## src/include/edc_pkg.sv

```systemverilog
package edc_pkg;
   // Address and data widths of the memory
   localparam int ROW_W = 9;
   localparam int COL_W = 9;
   localparam int DQ_W = 16;
   localparam int ADDR_W = ROW_W + COL_W;
   // Clock rate
   localparam int CLK_MHZ = 40;
   localparam int CLK_PS = 25000;
   // Power-up pause in microseconds, refresh period in milliseconds
   localparam int PWRUP_US = 200;
   localparam int PWRUP_CYC = PWRUP_US * CLK_MHZ;
   localparam int WAKE_REFRESHES = 8;
   localparam int REF_ROWS = 512;
   localparam int REF_PERIOD_MS = 8;
   // Longest gap between refreshes, rounded down
   localparam int REF_GAP_CYC = (REF_PERIOD_MS * 1000 * CLK_MHZ) / REF_ROWS;
   // Strobe times in picoseconds (slower grade), turned into cycles rounded up, with one more cycle on the column strobe
   localparam int T_RP_PS = 40000;
   localparam int T_RAS_PS = 60000;
   localparam int T_RCD_PS = 20000;
   localparam int T_CAS_PS = 10000;
   localparam int T_CP_PS = 10000;
   localparam int T_CSR_PS = 10000;
   localparam int T_CHR_PS = 10000;
   localparam int T_CAC_PS = 15000;
   localparam int RP_CYC = (T_RP_PS + CLK_PS - 1) / CLK_PS;
   localparam int RAS_CYC = (T_RAS_PS + CLK_PS - 1) / CLK_PS;
   localparam int RCD_CYC = (T_RCD_PS + CLK_PS - 1) / CLK_PS;
   localparam int CAS_CYC = (T_CAS_PS + CLK_PS - 1) / CLK_PS + 1;
   localparam int CP_CYC = (T_CP_PS + CLK_PS - 1) / CLK_PS;
   localparam int CSR_CYC = (T_CSR_PS + CLK_PS - 1) / CLK_PS;
   localparam int CHR_CYC = (T_CHR_PS + CLK_PS - 1) / CLK_PS;
   localparam int CAC_CYC = (T_CAC_PS + CLK_PS - 1) / CLK_PS;
   localparam int FIFO_DEPTH = 16;
   localparam logic [1:0] BE_BOTH = 2'h3;

   typedef struct packed {
      logic write;
      logic [1:0] byte_en;
      logic [ADDR_W-1:0] addr;
      logic [DQ_W-1:0] wdata;
   } edc_req_s;

   localparam int REQ_W = $bits(edc_req_s);

   typedef struct packed {
      logic ras_n;
      logic lower_byte_column_strobe_n;
      logic upper_byte_column_strobe_n;
      logic we_n;
      logic oe_n;
      logic [ROW_W-1:0] addr;
      logic [DQ_W-1:0] dq_out;
      logic [1:0] dq_oe;
   } edc_pins_s;

   typedef enum {
      ST_PWRUP, ST_REF_COL, ST_REF_ROW, ST_REF_HOLD, ST_PRECHARGE, ST_IDLE,
      ST_ROW, ST_COL, ST_CAS_LOW, ST_CAS_HIGH
   } edc_state_e;
endpackage

```

## src/logic/edc_fifo.sv

```systemverilog
module edc_fifo #(
   parameter int WIDTH = 16,
   parameter int DEPTH = 16
) (
   input wire logic core_clk, // Clock
   input wire logic rst_n, // Async reset
   input wire logic [WIDTH-1:0] in_data, // Write word
   input wire logic in_valid, // Write request
   output logic in_ready, // Space left
   output logic [WIDTH-1:0] out_data, // Head word
   output logic out_valid, // Head present
   input wire logic out_ready // Head taken
);
   localparam int AW = $clog2(DEPTH);

   typedef struct packed {
      logic [DEPTH-1:0][WIDTH-1:0] mem;
      logic [AW-1:0] wp;
      logic [AW-1:0] rp;
      logic [AW:0] cnt;
   } edc_fifo_s;

   edc_fifo_s st_r;
   edc_fifo_s st_nxt;
   logic push;
   logic pop;

   assign in_ready = (st_r.cnt != (AW+1)'(DEPTH));
   assign out_valid = (st_r.cnt != '0);
   assign out_data = st_r.mem[st_r.rp];
   assign push = in_valid && in_ready;
   assign pop = out_valid && out_ready;

   always_comb
   begin
      st_nxt = st_r;
      if (push)
      begin
         st_nxt.mem[st_r.wp] = in_data;
         st_nxt.wp = (st_r.wp == AW'(DEPTH - 1)) ? '0 : st_r.wp + 1'b1;
      end
      if (pop)
         st_nxt.rp = (st_r.rp == AW'(DEPTH - 1)) ? '0 : st_r.rp + 1'b1;
      if (push && !pop)
         st_nxt.cnt = st_r.cnt + 1'b1;
      else if (pop && !push)
         st_nxt.cnt = st_r.cnt - 1'b1;
   end

   always_ff @(posedge core_clk or negedge rst_n)
   begin
      if (!rst_n)
         st_r <= '0;
      else
         st_r <= st_nxt;
   end
endmodule

```

## src/logic/edc_sync.sv

```systemverilog
module edc_sync #(
   parameter int WIDTH = 16
) (
   input wire logic core_clk, // Clock
   input wire logic rst_n, // Async reset
   input wire logic [WIDTH-1:0] d_in, // Pin level
   output logic [WIDTH-1:0] d_out // Synchronised level
);
   typedef struct packed {
      logic [WIDTH-1:0] s1;
      logic [WIDTH-1:0] s2;
   } edc_sync_s;

   edc_sync_s st_r;
   edc_sync_s st_nxt;

   assign d_out = st_r.s2;

   always_comb
   begin
      st_nxt.s1 = d_in;
      st_nxt.s2 = st_r.s1;
   end

   always_ff @(posedge core_clk or negedge rst_n)
   begin
      if (!rst_n)
         st_r <= '0;
      else
         st_r <= st_nxt;
   end
endmodule

```

## src/logic/edc_ctrl.sv

```systemverilog
// Functional notes
// - After power-up wait 200 us, then issue eight refresh cycles.
// - Repeat the eight-refresh wake-up whenever refresh interval was exceeded; the code reruns it only after twice the gap.
// - Pulse both strobes high at least column precharge time to start cycle.
// - Keep write enable high through a read-command hold time.
// - Output enable high with late write enable gives late write.
// - With output enable tied low, no late write or read-modify-write.
// - Write command is recognised at write enable falling edge.
// - Keep output enable high around late writes so outputs stay released.
// - Write data setup and hold around column strobe fall in early writes.
// - Page mode must meet page cycle time between column strobe edges.
// - Refresh all 512 rows every 8 ms.
module edc_ctrl #(
   parameter int PWRUP_CYCLES = edc_pkg::PWRUP_CYC,
   parameter int REF_GAP_CYCLES = edc_pkg::REF_GAP_CYC,
   parameter int FIFO_DEPTH = edc_pkg::FIFO_DEPTH
) (
   input wire logic core_clk, // Clock, 40 MHz
   input wire logic rst_n, // Async reset, active low
   input wire logic req_valid, // Request present
   output logic req_ready, // Request accepted this cycle
   input wire logic req_write, // 1 write, 0 read
   input wire logic [1:0] req_byte_en, // Bit0 low byte, bit1 high byte
   input wire logic [edc_pkg::ADDR_W-1:0] req_addr, // Row in high bits
   input wire logic [edc_pkg::DQ_W-1:0] req_wdata, // Write data
   output logic [edc_pkg::DQ_W-1:0] rd_data, // Read data
   output logic rd_valid, // Read data pulse
   output logic init_done, // Wake-up finished
   output logic ras_n, // Row strobe
   output logic lower_byte_column_strobe_n, // Column strobe bits 0-7
   output logic upper_byte_column_strobe_n, // Column strobe bits 8-15
   output logic we_n, // Write enable
   output logic oe_n, // Output enable
   output logic [edc_pkg::ROW_W-1:0] mem_addr, // Multiplexed address
   output logic [edc_pkg::DQ_W-1:0] dq_out, // Data to memory
   output logic [1:0] dq_oe, // Drive enable per byte lane
   input wire logic [edc_pkg::DQ_W-1:0] dq_in // Data from memory
);
   // Two sync stages sit between the pins and the capture, plus one cycle spare
   localparam int CAS_HOLD = edc_pkg::CAS_CYC + edc_pkg::CAC_CYC + 1;
   // Refresh starts early so an access in flight cannot push it past the gap
   localparam int REF_SLACK = 16;
   localparam int REF_START = REF_GAP_CYCLES - REF_SLACK;
   // Twice the gap with no refresh means the cells may have lost charge
   localparam int REF_LOST = 2 * REF_GAP_CYCLES;
   localparam int LANES = 2;
   localparam int LANE_W = edc_pkg::DQ_W / LANES;

   localparam edc_pkg::edc_pins_s PINS_IDLE = '{
      ras_n: 1'h1,
      lower_byte_column_strobe_n: 1'h1,
      upper_byte_column_strobe_n: 1'h1,
      we_n: 1'h1,
      oe_n: 1'h1,
      addr: '0,
      dq_out: '0,
      dq_oe: 2'h0
   };

   typedef struct packed {
      edc_pkg::edc_state_e state;
      logic [31:0] cnt;
      logic [31:0] ref_cnt;
      logic [3:0] wake_cnt;
      logic init_done;
      edc_pkg::edc_pins_s pins;
      edc_pkg::edc_req_s cur;
      logic [edc_pkg::DQ_W-1:0] rd_data;
      logic rd_valid;
   } edc_ctrl_s;

   localparam edc_ctrl_s RESET_ST = '{
      state: edc_pkg::ST_PWRUP,
      cnt: 32'h0,
      ref_cnt: 32'h0,
      wake_cnt: 4'h0,
      init_done: 1'h0,
      pins: PINS_IDLE,
      cur: '0,
      rd_data: '0,
      rd_valid: 1'h0
   };

   edc_ctrl_s st_r;
   edc_ctrl_s st_nxt;
   edc_pkg::edc_req_s req_in;
   edc_pkg::edc_req_s fifo_req;
   logic fifo_in_ready;
   logic fifo_valid;
   logic pop;
   logic [edc_pkg::DQ_W-1:0] dq_sync;
   logic [edc_pkg::DQ_W-1:0] rd_lane;

   assign req_in = '{write: req_write, byte_en: req_byte_en, addr: req_addr, wdata: req_wdata};
   // Ready comes from the queue's fill level, the one output not registered here
   assign req_ready = fifo_in_ready;
   assign rd_data = st_r.rd_data;
   assign rd_valid = st_r.rd_valid;
   assign init_done = st_r.init_done;
   assign ras_n = st_r.pins.ras_n;
   assign lower_byte_column_strobe_n = st_r.pins.lower_byte_column_strobe_n;
   assign upper_byte_column_strobe_n = st_r.pins.upper_byte_column_strobe_n;
   assign we_n = st_r.pins.we_n;
   assign oe_n = st_r.pins.oe_n;
   assign mem_addr = st_r.pins.addr;
   assign dq_out = st_r.pins.dq_out;
   assign dq_oe = st_r.pins.dq_oe;

   // Lanes left out of the request read back as zero
   for (genvar g = 0; g < LANES; g++)
   begin : g_lane
      assign rd_lane[g*LANE_W +: LANE_W] = st_r.cur.byte_en[g] ? dq_sync[g*LANE_W +: LANE_W] : '0;
   end

   edc_sync #(
      .WIDTH(edc_pkg::DQ_W)
   ) u_edc_sync (
      .core_clk(core_clk),
      .rst_n(rst_n),
      .d_in(dq_in),
      .d_out(dq_sync)
   );

   edc_fifo #(
      .WIDTH(edc_pkg::REQ_W),
      .DEPTH(FIFO_DEPTH)
   ) u_edc_fifo (
      .core_clk(core_clk),
      .rst_n(rst_n),
      .in_data(req_in),
      .in_valid(req_valid),
      .in_ready(fifo_in_ready),
      .out_data(fifo_req),
      .out_valid(fifo_valid),
      .out_ready(pop)
   );

   always_comb
   begin
      st_nxt = st_r;
      st_nxt.rd_valid = 1'h0;
      st_nxt.ref_cnt = st_r.ref_cnt + 32'h1;
      st_nxt.cnt = st_r.cnt + 32'h1;
      pop = 1'h0;
      case (st_r.state)
         edc_pkg::ST_PWRUP:
         begin
            // Strobes stay high for the whole pause
            if (st_r.cnt >= 32'(PWRUP_CYCLES - 1))
            begin
               st_nxt.cnt = 32'h0;
               st_nxt.wake_cnt = 4'h0;
               st_nxt.state = edc_pkg::ST_REF_COL;
            end
         end
         edc_pkg::ST_REF_COL:
         begin
            // Both column strobes fall first, so no row address is needed
            st_nxt.pins.lower_byte_column_strobe_n = 1'h0;
            st_nxt.pins.upper_byte_column_strobe_n = 1'h0;
            st_nxt.pins.we_n = 1'h1;
            st_nxt.pins.oe_n = 1'h1;
            st_nxt.pins.dq_oe = 2'h0;
            if (st_r.cnt >= 32'(edc_pkg::CSR_CYC))
            begin
               st_nxt.cnt = 32'h0;
               st_nxt.state = edc_pkg::ST_REF_ROW;
            end
         end
         edc_pkg::ST_REF_ROW:
         begin
            st_nxt.pins.ras_n = 1'h0;
            st_nxt.ref_cnt = 32'h0;
            if (st_r.cnt >= 32'(edc_pkg::CHR_CYC))
            begin
               st_nxt.pins.lower_byte_column_strobe_n = 1'h1;
               st_nxt.pins.upper_byte_column_strobe_n = 1'h1;
               st_nxt.cnt = 32'h0;
               st_nxt.state = edc_pkg::ST_REF_HOLD;
            end
         end
         edc_pkg::ST_REF_HOLD:
         begin
            // Row strobe stays low for the full refresh pulse
            if (st_r.cnt >= 32'(edc_pkg::RAS_CYC))
            begin
               st_nxt.cnt = 32'h0;
               st_nxt.state = edc_pkg::ST_PRECHARGE;
            end
         end
         edc_pkg::ST_PRECHARGE:
         begin
            // All strobes high long enough to clear the output buffer
            st_nxt.pins = PINS_IDLE;
            st_nxt.pins.addr = st_r.pins.addr;
            if (st_r.cnt >= 32'(edc_pkg::RP_CYC))
            begin
               st_nxt.cnt = 32'h0;
               if (st_r.init_done)
                  st_nxt.state = edc_pkg::ST_IDLE;
               else if (st_r.wake_cnt == 4'(edc_pkg::WAKE_REFRESHES - 1))
               begin
                  st_nxt.init_done = 1'h1;
                  st_nxt.state = edc_pkg::ST_IDLE;
               end
               else
               begin
                  st_nxt.wake_cnt = st_r.wake_cnt + 4'h1;
                  st_nxt.state = edc_pkg::ST_REF_COL;
               end
            end
         end
         edc_pkg::ST_IDLE:
         begin
            st_nxt.cnt = 32'h0;
            if (st_r.ref_cnt >= 32'(REF_LOST))
            begin
               // Refresh was starved, so the wake-up sequence runs again
               st_nxt.init_done = 1'h0;
               st_nxt.wake_cnt = 4'h0;
               st_nxt.state = edc_pkg::ST_REF_COL;
            end
            else if (st_r.ref_cnt >= 32'(REF_START))
               st_nxt.state = edc_pkg::ST_REF_COL;
            else if (fifo_valid)
            begin
               pop = 1'h1;
               st_nxt.cur = fifo_req;
               // Row half of the address settles a cycle before the row strobe
               st_nxt.pins.addr = fifo_req.addr[edc_pkg::ADDR_W-1 -: edc_pkg::ROW_W];
               st_nxt.state = edc_pkg::ST_ROW;
            end
         end
         edc_pkg::ST_ROW:
         begin
            st_nxt.pins.ras_n = 1'h0;
            st_nxt.cnt = 32'h0;
            st_nxt.state = edc_pkg::ST_COL;
         end
         edc_pkg::ST_COL:
         begin
            if (st_r.cnt >= 32'(edc_pkg::RCD_CYC - 1))
            begin
               st_nxt.pins.addr = st_r.cur.addr[edc_pkg::COL_W-1:0];
               // Write enable falls before the column strobe: early writes only
               st_nxt.pins.we_n = !st_r.cur.write;
               // Output enable stays high on writes, so data never clashes
               st_nxt.pins.oe_n = st_r.cur.write;
               st_nxt.pins.dq_out = st_r.cur.wdata;
               st_nxt.pins.dq_oe = st_r.cur.write ? st_r.cur.byte_en : 2'h0;
               st_nxt.cnt = 32'h0;
               st_nxt.state = edc_pkg::ST_CAS_LOW;
            end
         end
         edc_pkg::ST_CAS_LOW:
         begin
            // Only the lanes asked for see a column strobe
            st_nxt.pins.lower_byte_column_strobe_n = !st_r.cur.byte_en[0];
            st_nxt.pins.upper_byte_column_strobe_n = !st_r.cur.byte_en[1];
            if (st_r.cnt >= 32'(CAS_HOLD))
            begin
               if (!st_r.cur.write)
               begin
                  st_nxt.rd_data = rd_lane;
                  st_nxt.rd_valid = 1'h1;
               end
               st_nxt.pins.lower_byte_column_strobe_n = 1'h1;
               st_nxt.pins.upper_byte_column_strobe_n = 1'h1;
               st_nxt.pins.we_n = 1'h1;
               st_nxt.pins.oe_n = 1'h1;
               st_nxt.pins.dq_oe = 2'h0;
               st_nxt.cnt = 32'h0;
               st_nxt.state = edc_pkg::ST_CAS_HIGH;
            end
         end
         edc_pkg::ST_CAS_HIGH:
         begin
            // Row strobe lags the column strobes by two cycles; no page mode, so
            // every access pays a full precharge
            st_nxt.cnt = 32'h0;
            st_nxt.state = edc_pkg::ST_PRECHARGE;
         end
         default:
         begin
            st_nxt.cnt = 32'h0;
            st_nxt.state = edc_pkg::ST_PRECHARGE;
         end
      endcase
   end

   always_ff @(posedge core_clk or negedge rst_n)
   begin
      if (!rst_n)
         st_r <= RESET_ST;
      else
         st_r <= st_nxt;
   end
endmodule

```

## config.mk

```make
export PLATFORM = sky130hd
export DESIGN_NAME = edc_ctrl
export DESIGN_NICKNAME = d
export VERILOG_FILES = /design/src/include/edc_pkg.sv /design/src/logic/edc_fifo.sv /design/src/logic/edc_sync.sv /design/src/logic/edc_ctrl.sv
export SDC_FILE = /design/constraint.sdc
export NUM_CORES = 1
export LEC_CHECK = 0
export BUFFER_PORTS_ARGS = -buffer_cell sky130_fd_sc_hd__buf_2
export CORE_MARGIN = 1
export CORE_UTILIZATION = 32
export DETAILED_ROUTE_END_ITERATION = 16
export MAX_ROUTING_LAYER = met4
export SETUP_SLACK_MARGIN = 0.5
export SLEW_MARGIN = 30
export SYNTH_ARGS = -nofsm -noshare
export SYNTH_HDL_FRONTEND = slang
export SYNTH_SLANG_ARGS = --single-unit
```

## constraint.sdc

```tcl
create_clock -name core_clk -period 2.8 [get_ports core_clk]
set_input_delay 0.56 -clock core_clk [delete_from_list [all_inputs] [get_ports core_clk]]
set_output_delay 0.56 -clock core_clk [all_outputs]
set_load 0.05 [all_outputs]
```

==> results of run 1 <==
==> where the power goes <==
part | switching, mW | total (mW) | internal, mW
Clock | 4.75 | 11.4 | 6.65
Sequential | 2.89 | 19.0 | 16.1
Combinational | 7.85 | 18.2 | 10.4
==> per-layer routing <==
layer  up-vias  part of all wire (%)  global-route usage, %
met5         -                     0                      -
met4         0                   2.5                  4.902
met3       164                   3.9                  2.866
met2       412                    51                  27.84
met1     11023                    43                  20.68
li1       8781                     -                      -
==> registers in the layout, summed over array words and instances, names as in the netlist, 2 cells and up <==
| register | flops |
|---|---|
| rd_data | 16 |
| dq_oe | 2 |
| u_edc_fifo.st_r | 605 |
| u_edc_sync.st_nxt | 16 |
| mem_addr | 9 |
| dq_out | 16 |
| u_edc_sync.d_out | 16 |
| st_r | 100 |
==> through the flow <==
step	instance area, sq um	cells
after global placement	38040	3752
after detailed placement	38040	3752
final	41980	3967
after CTS	41820	3957
after global routing	41980	3967
after floorplan	35390	2317
==> repair_timing <==
item / 4_1_cts / 5_1_grt
hold endpoints to repair: 39 / 0
endpoints found under the setup margin: 524 / 139
resized for setup: 75 / 20
hold buffers: 17 / 0
setup buffers: 29 / 6
pin swaps: 26 / 15
gates cloned: 6 / 0
==> final cells by class <==
type	count	area [sq um]
Multi-Input combinational cell	1302	14700
Sequential cell	787	19710
Clock inverter	35	437.9
Tap cell	1414	1769
Antenna cell	4	10.01
Inverter	21	81.33
Clock buffer	118	2414
Fill cell	9920	66870
Timing Repair Buffer	286	2855
==> cell families after synthesis <==
| logic type | synth area share [%] |
|---|---|
| muxes | 31.88 |
| DFF | 56.11 |
| and+or+nand+nor | 4.041 |
| buffers and inverters | 3.642 |
| AOI/OAI and AO/OA | 2.541 |
| xor gates and xnor gates | 1.073 |
| adders and majority gates | 0.6985 |
| other | 0.01068 |
==> worst max-delay path: cells and delay by family (launching register included) <==
family,cells,cell delay [ns]
adder cells (fa/ha/maj),3,0.73
AO/OA/AOI/OAI,3,0.36
flip-flops,1,0.35
buffers and inverters,2,0.12
XOR/XNOR,2,0.28
AND/OR/NAND/NOR,5,1.05
==> cells in the mapped netlist (all sizes together) (2+ instances only) <==
library cell,n
a21oi,20
nand2,72
a31oi,2
xnor2,22
a311oi,4
nor3,16
or3,13
buf,127
and4,4
mux2,642
o41ai,2
dfrtp,782
nand2b,5
o22ai,12
nor2b,15
dfstp,5
and2,7
a21o,5
o31ai,3
nor2,73
a32o,3
nor4,10
a22o,17
xor2,21
inv,21
nand4,15
o211ai,7
mux4,176
a211oi,9
ha,18
and3,6
or4,2
nand3,26
or3b,2
o22a,3
o21ai,38
clkbuf,80
==> worst paths after layout <==
path	from	end	slack [ns]	cells after the start
hold reg to reg	u_edc_sync.st_nxt[3]	u_edc_sync.d_out[3]	0.34	0
max in group asynchronous	rst_n	u_edc_fifo.st_r[335]	1.23	3
setup reg to reg	st_r[92]	u_edc_fifo.st_r[4]	-0.17	15
min in group asynchronous	rst_n	st_r[144]	0.39	2
hold / removal	u_edc_sync.st_nxt[3]	u_edc_sync.d_out[3]	0.34	0
setup / recovery	st_r[92]	u_edc_fifo.st_r[4]	-0.17	15
==> placed cells by master (no fill, tap or decap), types with 7 or more instances in the layout <==
cell,count
nor2b_1,15
clkinv_2,17
nand3_1,13
a22o_1,17
a211oi_1,9
buf_2,104
nor3_1,11
buf_4,91
or3_1,11
buf_12,60
nor2_1,70
xor2_1,21
mux2_1,9
clkbuf_16,87
xnor2_1,21
mux4_2,176
dlygate4sd3_1,17
nand3_4,13
nand4_1,12
ha_1,12
o21ai_0,31
a21oi_1,17
conb_1,19
clkbuf_8,12
o21ai_1,7
mux2_4,36
mux2_2,597
o22ai_1,12
dfrtp_1,776
inv_1,17
nand2_1,67
clkbuf_1,19
==> impl_metrics.env, run 1 <==
export IMPL_cts_sinks=787
export IMPL_synth_seq_cells=787
export IMPL_fin_nets=2560
export IMPL_skew_ns=0.03955
export IMPL_synthCells=2299
export IMPL_cellLeakagePower_nw=18.48
export IMPL_antenna_found_initial=9
export IMPL_routed_via_density=5.137
export IMPL_die_y_um=333.2
export IMPL_gr_total_overflow=0
export IMPL_hpwl_um=55080
export IMPL_avgRoutedWirePerCell_um=22.36
export IMPL_report_final_slew_viol_count=0
export IMPL_critPathSlowestCell="or4b_4"
export IMPL_ys_async_sr_fraction_pct=100.0
export IMPL_synth_area_per_cell_sq_um=15.27
export IMPL_drt_pass1_iter_count=5
export IMPL_tightest_slew_ns=0.8547
export IMPL_pre_cts_slack_ns=-0.2059
export IMPL_cts_tree="built"
export IMPL_outcome="finished, violations left"
export IMPL_drt_wl_total_um=88700
export IMPL_synth_ff_type="dfrtp_1"
export IMPL_synth_top_area_share_pct=55.74
export IMPL_ys_seq_area_share_pct=56.11
export IMPL_hold_viol_final=0
export IMPL_core_area_sq_mm=0.1089
export IMPL_grt_pass1_vias=22438
export IMPL_power_mw=48.62
export IMPL_power_density_mw_per_mm2=1158
export IMPL_areaGrowthSynthToFinish_pct=19.57
export IMPL_hold_path_class="register to register"
export IMPL_numCtsBuffers=87
export IMPL_final_setup_tns_ns=-0.2250
export IMPL_fin_util_pct=38.56
export IMPL_grt_setup_unrepaired="true"
export IMPL_clockBufferDepth=3
export IMPL_crit_top_cell="inv_2"
export IMPL_clock_fmax_mhz=336.7
export IMPL_worst_endpoint_arrival_ns=3.53
export IMPL_syn_area_sq_mm=0.03511
export IMPL_io_buffers=106
export IMPL_setup_ws_ns=-0.1697
export IMPL_crit_type="register to register"
export IMPL_grt_use_total_pct=16.67
export IMPL_path_clk_slew_ns=0.06
export IMPL_netlist_top_cell_by_area="dfrtp_1"
export IMPL_die_area_sq_mm=0.1110
export IMPL_initial_utilization_pct=32.25
export IMPL_post_synth_num_cell_types=64
export IMPL_yosysWarnings=0
export IMPL_crit_path_max_incr_delay_ns=0.47
export IMPL_routabilityCongestion=0.7712
export IMPL_clkLatencyLatePin_ns=0.67
export IMPL_boundaryPins=107
export IMPL_fin_hold_ws_ns=0.3442
export IMPL_violations="setup timing"
export IMPL_setup_viol=3
export IMPL_drt_iter0_drc=1192
export IMPL_min_period_ns=2.970
export IMPL_maxCapViolations=0
export IMPL_die_x_um=333.2
export IMPL_synth_edf_count=0
export IMPL_relSlewSlack_pct=43.02
export IMPL_fp_row_count=121
export IMPL_yosys_top_cells_area="dfrtp_1 56%, mux2_2 20%, mux4_2 11%, buf_4 1.8%, clkbuf_1 0.83%"
export IMPL_htree_levels=3
export IMPL_vias=20380
export IMPL_antenna_left=0
export IMPL_drc=0
export IMPL_end_kind="register"
export IMPL_min_period_over_period_pct=106.1
export IMPL_crit_chain="inv_2 -> ha_2 -> or4b_4 -> o211ai_2 -> and4b_1 -> and2_4 -> nand2_4 -> ha_4 -> fa_2 -> inv_2 -> a21o_1 -> a21oi_2 -> xnor2_2 -> nor2_1 -> xor2_1"
export IMPL_peakVddDrop_v=0.0005216
export IMPL_drive_gt1_share_pct=50.45
export IMPL_cts_root_buf="clkbuf_16"
export IMPL_grt_max_degree=136
export IMPL_cp_max_fo=3
export IMPL_grt_first_pass_wirelength_um=138300
export IMPL_cp_start_kind="register"
export IMPL_cp_data_required_time_ns=3.36
Power figures use the tool's default switching activity.
==> run 2, diff against run 1 <==
--- a/config.mk
+++ b/config.mk
@@ -5,12 +5,12 @@
 export SDC_FILE = /design/constraint.sdc
 export NUM_CORES = 1
 export LEC_CHECK = 0
+export ABC_AREA = 1
 export BUFFER_PORTS_ARGS = -buffer_cell sky130_fd_sc_hd__buf_2
 export CORE_MARGIN = 1
 export CORE_UTILIZATION = 32
 export DETAILED_ROUTE_END_ITERATION = 16
 export MAX_ROUTING_LAYER = met4
-export SETUP_SLACK_MARGIN = 0.5
 export SLEW_MARGIN = 30
 export SYNTH_ARGS = -nofsm -noshare
 export SYNTH_HDL_FRONTEND = slang
==> run 2 against run 1 <==
The flow now finishes without violations. Cell area fell by 5.1%. Synthesized area fell by 0.81%. Highest routed layer unchanged. Maximum frequency grew 17%. Hold slack gained 0.0024 ns. Worst setup slack improved by 0.43 ns. Register-to-register slack gained 0.43 ns. Combinational power fell by 8%. Cell count increased by 41%.
==> impl_metrics.env, run 2 <==
export IMPL_outcome="complete, no violations"
export IMPL_final_cell_mix="998 x nand2_1, 889 x o21ai_0, 779 x dfrtp_1"
export IMPL_worst_endpoint_arrival_ns=3.07
export IMPL_synth_seq_cells=787
export IMPL_gr_total_overflow=0
export IMPL_dp_cells=5419
export IMPL_drt_iter0_drc=2798
export IMPL_power_mw=46.25
export IMPL_synth_top_area_share_pct=56.19
export IMPL_yosysWarnings=0
export IMPL_fp_row_count=120
export IMPL_min_period_over_period_pct=90.55
export IMPL_largest_register="u_edc_fifo.st_r"
export IMPL_largestRegisters="u_edc_fifo.st_r x605, st_r x100"
export IMPL_crit_chain="ha_1 -> inv_1 -> nand3_1 -> nand2_1 -> nand3_1 -> nand2_1 -> nand2_1 -> inv_1 -> nand3_2 -> ha_4 -> fa_1 -> inv_2 -> a21oi_1 -> nor2_1 -> nor2_1 -> nor2_1 -> nor2_2 -> xor2_1"
export IMPL_grt_first_pass_wirelength_um=160000
export IMPL_die_x_um=331.9
export IMPL_avgRoutedWirePerCell_um=17.85
export IMPL_synth_top_family_by_area="simple AND/OR/NAND/NOR gates"
export IMPL_ys_async_sr_fraction_pct=100.0
export IMPL_critPathSlowestCell="fa_1"
export IMPL_drt_wl_total_um=99850
export IMPL_drc=0
export IMPL_hold_path_class="register to register"
export IMPL_die_y_um=331.9
export IMPL_largest_register_ffs=605
export IMPL_crit_type="register to register"
export IMPL_yosys_top_cells_area="dfrtp_1 56%, o21ai_0 13%, nand2_1 11%, nor2_1 5.4%, clkbuf_1 2.2%"
export IMPL_netlist_top_cell_by_area="dfrtp_1"
export IMPL_synth_area_per_cell_sq_um=8.432
export IMPL_skew_ns=0.02743
export IMPL_die_area_sq_mm=0.1102
export IMPL_synth_mux_area_share_pct=0
export IMPL_synthAdderAreaFrac_pct=0.7042
export IMPL_synth_compound_area_share_pct=17.18
export IMPL_dpl_instance_area_sq_mm=0.03689
export IMPL_clock_power_share_pct=23.8
export IMPL_initial_utilization_pct=32.39
export IMPL_synth_xor_area_share_pct=0.3521
export IMPL_cts_root_buf="clkbuf_16"
export IMPL_switching_share_pct=39.63
export IMPL_ys_seq_area_share_pct=56.57
export IMPL_syn_area_sq_mm=0.03482
export IMPL_vias=28198
export IMPL_synthTopCellsByCount="999 x nand2_1, 889 x o21ai_0, 782 x dfrtp_1, 498 x nor2_1, 201 x clkbuf_1"
export IMPL_clockBufferDepth=3
export IMPL_post_synth_top_count_cell="nand2_1"
export IMPL_core_area_sq_mm=0.1075
export IMPL_end_kind="register"
export IMPL_relSlewSlack_pct=31.75
export IMPL_cts_sinks=787
export IMPL_report_final_slew_viol_count=0
export IMPL_final_common_cell="nand2_1"
export IMPL_cts_tree="built"
export IMPL_synth_ff_type="dfrtp_1"
export IMPL_drt_pass1_iter_count=5
export IMPL_p_int_mw=27.92
export IMPL_routed_via_density=5.041
export IMPL_antenna_left=0
export IMPL_numCtsBuffers=85
export IMPL_cp_max_fo=5
export IMPL_crit_path_max_incr_delay_ns=0.43
export IMPL_clkLatencyLatePin_ns=0.65
export IMPL_grt_max_degree=97
export IMPL_grt_pass1_vias=27285
export IMPL_maxCapViolations=0
export IMPL_path_clk_slew_ns=0.06
export IMPL_fin_nets=4198
export IMPL_hold_viol_final=0
export IMPL_p_seq_share_pct=39.9
export IMPL_final_setup_tns_ns=0
export IMPL_finalNonFillerCells=5594
export IMPL_routabilityCongestion=0.8101
export IMPL_boundaryPins=107
export IMPL_yosys_area_share_simple_pct=19.15
export IMPL_synthCells=4130
export IMPL_post_synth_num_cell_types=41
export IMPL_design_area_sq_mm=0.03984
export IMPL_synth_edf_count=0
export IMPL_switchingPower_mw=18.33
export IMPL_drive_gt1_share_pct=9.547
export IMPL_antenna_found_initial=1
export IMPL_pwr_share_comb_pct=36.3
export IMPL_power_density_mw_per_mm2=1161
export IMPL_hpwl_um=57250
export IMPL_path_buf_inv=3
export IMPL_setup_viol=0
export IMPL_tightest_slew_ns=1.024
export IMPL_htree_levels=3
export IMPL_io_buffers=106
export IMPL_cp_data_required_time_ns=3.33
export IMPL_min_period_ns=2.535
export IMPL_grt_use_total_pct=18.70
export IMPL_cellLeakagePower_nw=18.71
export IMPL_areaGrowthSynthToFinish_pct=14.41
export IMPL_fin_util_pct=37.06
export IMPL_clock_fmax_mhz=394.4
export IMPL_cp_start_kind="register"
export IMPL_peakVddDrop_v=0.0007736
export IMPL_cp_top_family="adder cells"
run 2: metal layers:
metal,global-route usage [%],share of wire [%]
met1,25.82,47
met2,28.81,45
met3,2.645,5.9
met4,4.915,2.1
met5,-,0
run 2: timing repair:
action | in CTS | in global routing
resized for setup | 0 | 7
hold buffers | 17 | 0
setup buffers | 0 | 2
hold endpoints to repair | 57 | 0
endpoints found under the setup margin | 0 | 2
run 2: per-stage QoR:
| step | hold WS (ns) | setup WS [ns] |
|---|---|---|
| floorplan | 0.2644 | 0.1759 |
| detailed placement | 0.3347 | 0.1547 |
| CTS | 0.3486 | 0.1300 |
| finish | 0.3466 | 0.2645 |
| global route | 0.3537 | -0.01373 |
| global placement | 0.3320 | 0.1589 |
run 2: path summary, 6_finish.rpt:
| path | start | to | slack [ns] | cells past startpoint |
|---|---|---|---|---|
| max | st_r[91] | u_edc_fifo.st_r[4] | 0.26 | 18 |
| min | u_edc_sync.st_nxt[12] | u_edc_sync.d_out[12] | 0.35 | 0 |
| max reg2reg | st_r[91] | u_edc_fifo.st_r[4] | 0.26 | 18 |
| min reg2reg | u_edc_sync.st_nxt[12] | u_edc_sync.d_out[12] | 0.35 | 0 |
| max in group asynchronous | rst_n | u_edc_fifo.st_r[193] | 1.36 | 4 |
| min in group asynchronous | rst_n | st_r[25] | 0.48 | 2 |
run 2: power by group through the flow:
| stage | combinational, mW | clock (mW) | sequential (mW) |
|---|---|---|---|
| 4_1_cts | 16.8 | 11.3 | 18.4 |
| 3_3_place_gp | 16.5 | 0 | 18.4 |
| 5_1_grt | 19.1 | 11.7 | 19.0 |
| 6_report | 16.8 | 11.0 | 18.4 |
| 2_1_floorplan | 11.9 | 0 | 17.9 |
| 3_5_place_dp | 16.7 | 0 | 18.5 |
run 2: layout make-up:
| class | instances | area (sq um) |
|---|---|---|
| diodes | 1 | 2.502 |
| well taps | 1403 | 1755 |
| flip-flops and latches | 787 | 19710 |
| clock buffers | 121 | 2436 |
| fillers | 11055 | 67660 |
| inverters | 133 | 509.2 |
| repair buffers | 238 | 1978 |
| multi-input cells | 2878 | 13180 |
| clock inverters | 33 | 274.0 |
run 2: worst register-to-register path, cell delays in order (launching register included):
cell     delay, ns
dfrtp_1       0.42
ha_1          0.21
inv_1         0.05
nand3_1       0.08
nand2_1       0.07
nand3_1       0.06
nand2_1       0.08
nand2_1       0.08
inv_1         0.07
nand3_2       0.09
ha_4          0.19
fa_1          0.43
inv_2         0.08
a21oi_1       0.06
nor2_1        0.10
nor2_1        0.06
nor2_1        0.11
nor2_2        0.06
xor2_1        0.13
run 2: cell families (layout without fill, tap and decap cells):
| logic type | count (synthesis) | after routing |
|---|---|---|
| buffers and inverters | 483 | 525 |
| adder cells (fa/ha/maj) | 19 | 19 |
| other | 1 | 20 |
| AO/OA/AOI/OAI | 1137 | 1137 |
| flip-flops | 787 | 787 |
| XOR/XNOR | 14 | 14 |
| AND/OR/NAND/NOR | 1689 | 1689 |
==> run 3, diff against run 2 <==
--- a/config.mk
+++ b/config.mk
@@ -5,7 +5,6 @@
 export SDC_FILE = /design/constraint.sdc
 export NUM_CORES = 1
 export LEC_CHECK = 0
-export ABC_AREA = 1
 export BUFFER_PORTS_ARGS = -buffer_cell sky130_fd_sc_hd__buf_2
 export CORE_MARGIN = 1
 export CORE_UTILIZATION = 32
==> run 3 against run 2 <==
The flow now finishes with violations (setup timing). Combinational power barely moved. Clock power up 5%. Wire length is 15% lower. First-iteration DRC count shrank 57%. Clock-buffer cell count grew 7. Power grew 2.5%. Register-to-register slack got worse by 0.48 ns. Die area up 0.81%. Sequential power increased by 3%. Cell count down 30%. Clock skew fell by 0.0047 ns. Sequential share of layout area decreased by 1.4 points.
==> impl_metrics.env, run 3 (synthesis results as in run 1) <==
export IMPL_largest_register="u_edc_fifo.st_r"
export IMPL_report_final_slew_viol_count=0
export IMPL_grt_busiest_layer="met2"
export IMPL_vias=20095
export IMPL_areaGrowthSynthToFinish_pct=16.87
export IMPL_setup_viol=2
export IMPL_grt_use_total_pct=16.08
export IMPL_cts_sinks=787
export IMPL_antenna_found_initial=14
export IMPL_path_clk_slew_ns=0.06
export IMPL_multi_input_area_sq_mm=0.01432
export IMPL_core_area_sq_mm=0.1089
export IMPL_peakVddDrop_v=0.0005578
export IMPL_power_density_mw_per_mm2=1155
export IMPL_grt_max_degree=112
export IMPL_cp_max_fo=3
export IMPL_drt_wl_total_um=85290
export IMPL_worst_endpoint_arrival_ns=3.54
export IMPL_final_cell_mix="778 x dfrtp_1, 633 x mux2_2, 176 x mux4_2"
export IMPL_clkLatencyLatePin_ns=0.65
export IMPL_drc=0
export IMPL_routed_via_density=5.109
export IMPL_clock_fmax_mhz=331.2
export IMPL_fin_nets=2513
export IMPL_min_period_over_period_pct=107.8
export IMPL_use_met2_pct=26.50
export IMPL_fin_hold_ws_ns=0.05200
export IMPL_tightest_slew_ns=0.7909
export IMPL_largest_register_ffs=605
export IMPL_die_area_sq_mm=0.1110
export IMPL_power_mw=47.41
export IMPL_crit_type="register to register"
export IMPL_drive_gt1_share_pct=48.88
export IMPL_regArea_sq_mm=0.01971
export IMPL_htree_levels=3
export IMPL_r2r_end="u_edc_fifo.st_r[4]"
export IMPL_antenna_left=0
export IMPL_setup_ws_ns=-0.2194
export IMPL_violations="setup timing"
export IMPL_hpwl_um=52700
export IMPL_cts_root_buf="clkbuf_16"
export IMPL_io_buffers=106
export IMPL_cp_data_required_time_ns=3.32
export IMPL_hold_path_class="input port to register"
export IMPL_fin_util_pct=37.69
export IMPL_drt_iter0_drc=1210
export IMPL_final_setup_tns_ns=-0.3066
export IMPL_maxCapViolations=0
export IMPL_n_fill_cell=10053
export IMPL_die_x_um=333.2
export IMPL_cellLeakagePower_nw=18.00
export IMPL_grt_first_pass_wirelength_um=135100
export IMPL_hold_depth=1
export IMPL_numCtsBuffers=85
export IMPL_grt_pass1_vias=22061
export IMPL_hold_viol_final=0
export IMPL_final_common_cell="dfrtp_1"
export IMPL_min_from="dq_in[9]"
export IMPL_r2r_start="st_r[91]"
export IMPL_ff2ff_path_depth=15
export IMPL_ff2ff_setup_slack_ns=-0.22
export IMPL_boundaryPins=107
export IMPL_cts_tree="built"
export IMPL_drt_pass1_iter_count=5
export IMPL_grt_util_met3_pct=2.901
export IMPL_routabilityCongestion=0.8084
export IMPL_largestRegisters="u_edc_fifo.st_r x605, st_r x100"
export IMPL_min_period_ns=3.019
export IMPL_clockBufferDepth=3
export IMPL_skew_ns=0.02276
export IMPL_end_kind="register"
export IMPL_grt_use_met1_pct=20.12
export IMPL_gr_total_overflow=0
export IMPL_initial_utilization_pct=32.25
export IMPL_fp_row_count=121
export IMPL_cp_start_kind="register"
export IMPL_avgRoutedWirePerCell_um=21.69
export IMPL_relSlewSlack_pct=47.27
export IMPL_outcome="finished, violations left"
export IMPL_holdPathEnd="u_edc_sync.st_nxt[9]"
export IMPL_grt_setup_unrepaired="true"
export IMPL_die_y_um=333.2
run 3: area by class of cell:
| class | instances | area share [%] |
|---|---|---|
| Sequential cell | 787 | 48.04 |
| Multi-Input combinational cell | 1302 | 34.89 |
| Clock buffer | 128 | 6.139 |
| Timing Repair Buffer | 241 | 5.318 |
| Tap cell | 1414 | 4.312 |
| Clock inverter | 31 | 1.052 |
| Inverter | 21 | 0.1982 |
| Antenna cell | 9 | 0.05489 |
run 3: metrics by stage:
step                cell area [sq um]  worst slack (ns)  std cells
global route                    41030           -0.3542       3931
CTS                             40960           -0.1708       3919
finish                          41030           -0.2194       3933
floorplan                       35230           -0.1493       2317
detailed placement              37830           -0.2003       3743
global placement                37830           -0.2161       3743
run 3: where the power goes:
part	internal [mW]	switching [mW]	leakage, nW
sequential	16.1	2.73	9.88
clock	6.84	4.77	1.45
combinational	9.58	7.37	6.67
total	32.5	14.9	18.0
run 3: layer usage:
metal / vias to the layer above / part of all wire (%)
met5: - / 0
met4: 0 / 2.6
met3: 153 / 4.2
met2: 409 / 50
met1: 10820 / 43
li1: 8713 / -
run 3: worst max-delay path by stage:
stage | start | endpoint | slack (ns) | depth (start not counted)
floorplan | st_r[92] | u_edc_fifo.st_r[4] | -0.15 | 15
finish | st_r[91] | u_edc_fifo.st_r[4] | -0.22 | 15
CTS | st_r[91] | u_edc_fifo.st_r[4] | -0.17 | 14
detailed placement | st_r[91] | u_edc_fifo.st_r[4] | -0.20 | 14
global placement | st_r[91] | u_edc_fifo.st_r[4] | -0.22 | 14
global route | st_r[91] | u_edc_fifo.st_r[4] | -0.35 | 15
run 3: timing repair:
action,CTS,global route
gates cloned,0,0
hold buffers,16,0
gates resized for setup,3,5
pin swaps,5,11
hold endpoints to repair,52,0
setup buffers,1,5
endpoints found under the setup margin,2,71
run 3: critical path: stages, from the launching register on:
cell,delay (ns)
dfrtp_1,0.41
inv_2,0.07
ha_1,0.15
or4b_4,0.46
o211ai_2,0.17
and4b_1,0.24
and2_4,0.17
nand2_4,0.05
ha_4,0.18
fa_2,0.41
inv_2,0.06
a21o_1,0.12
a21oi_2,0.06
xnor2_1,0.14
nor2_1,0.07
xor2_1,0.16
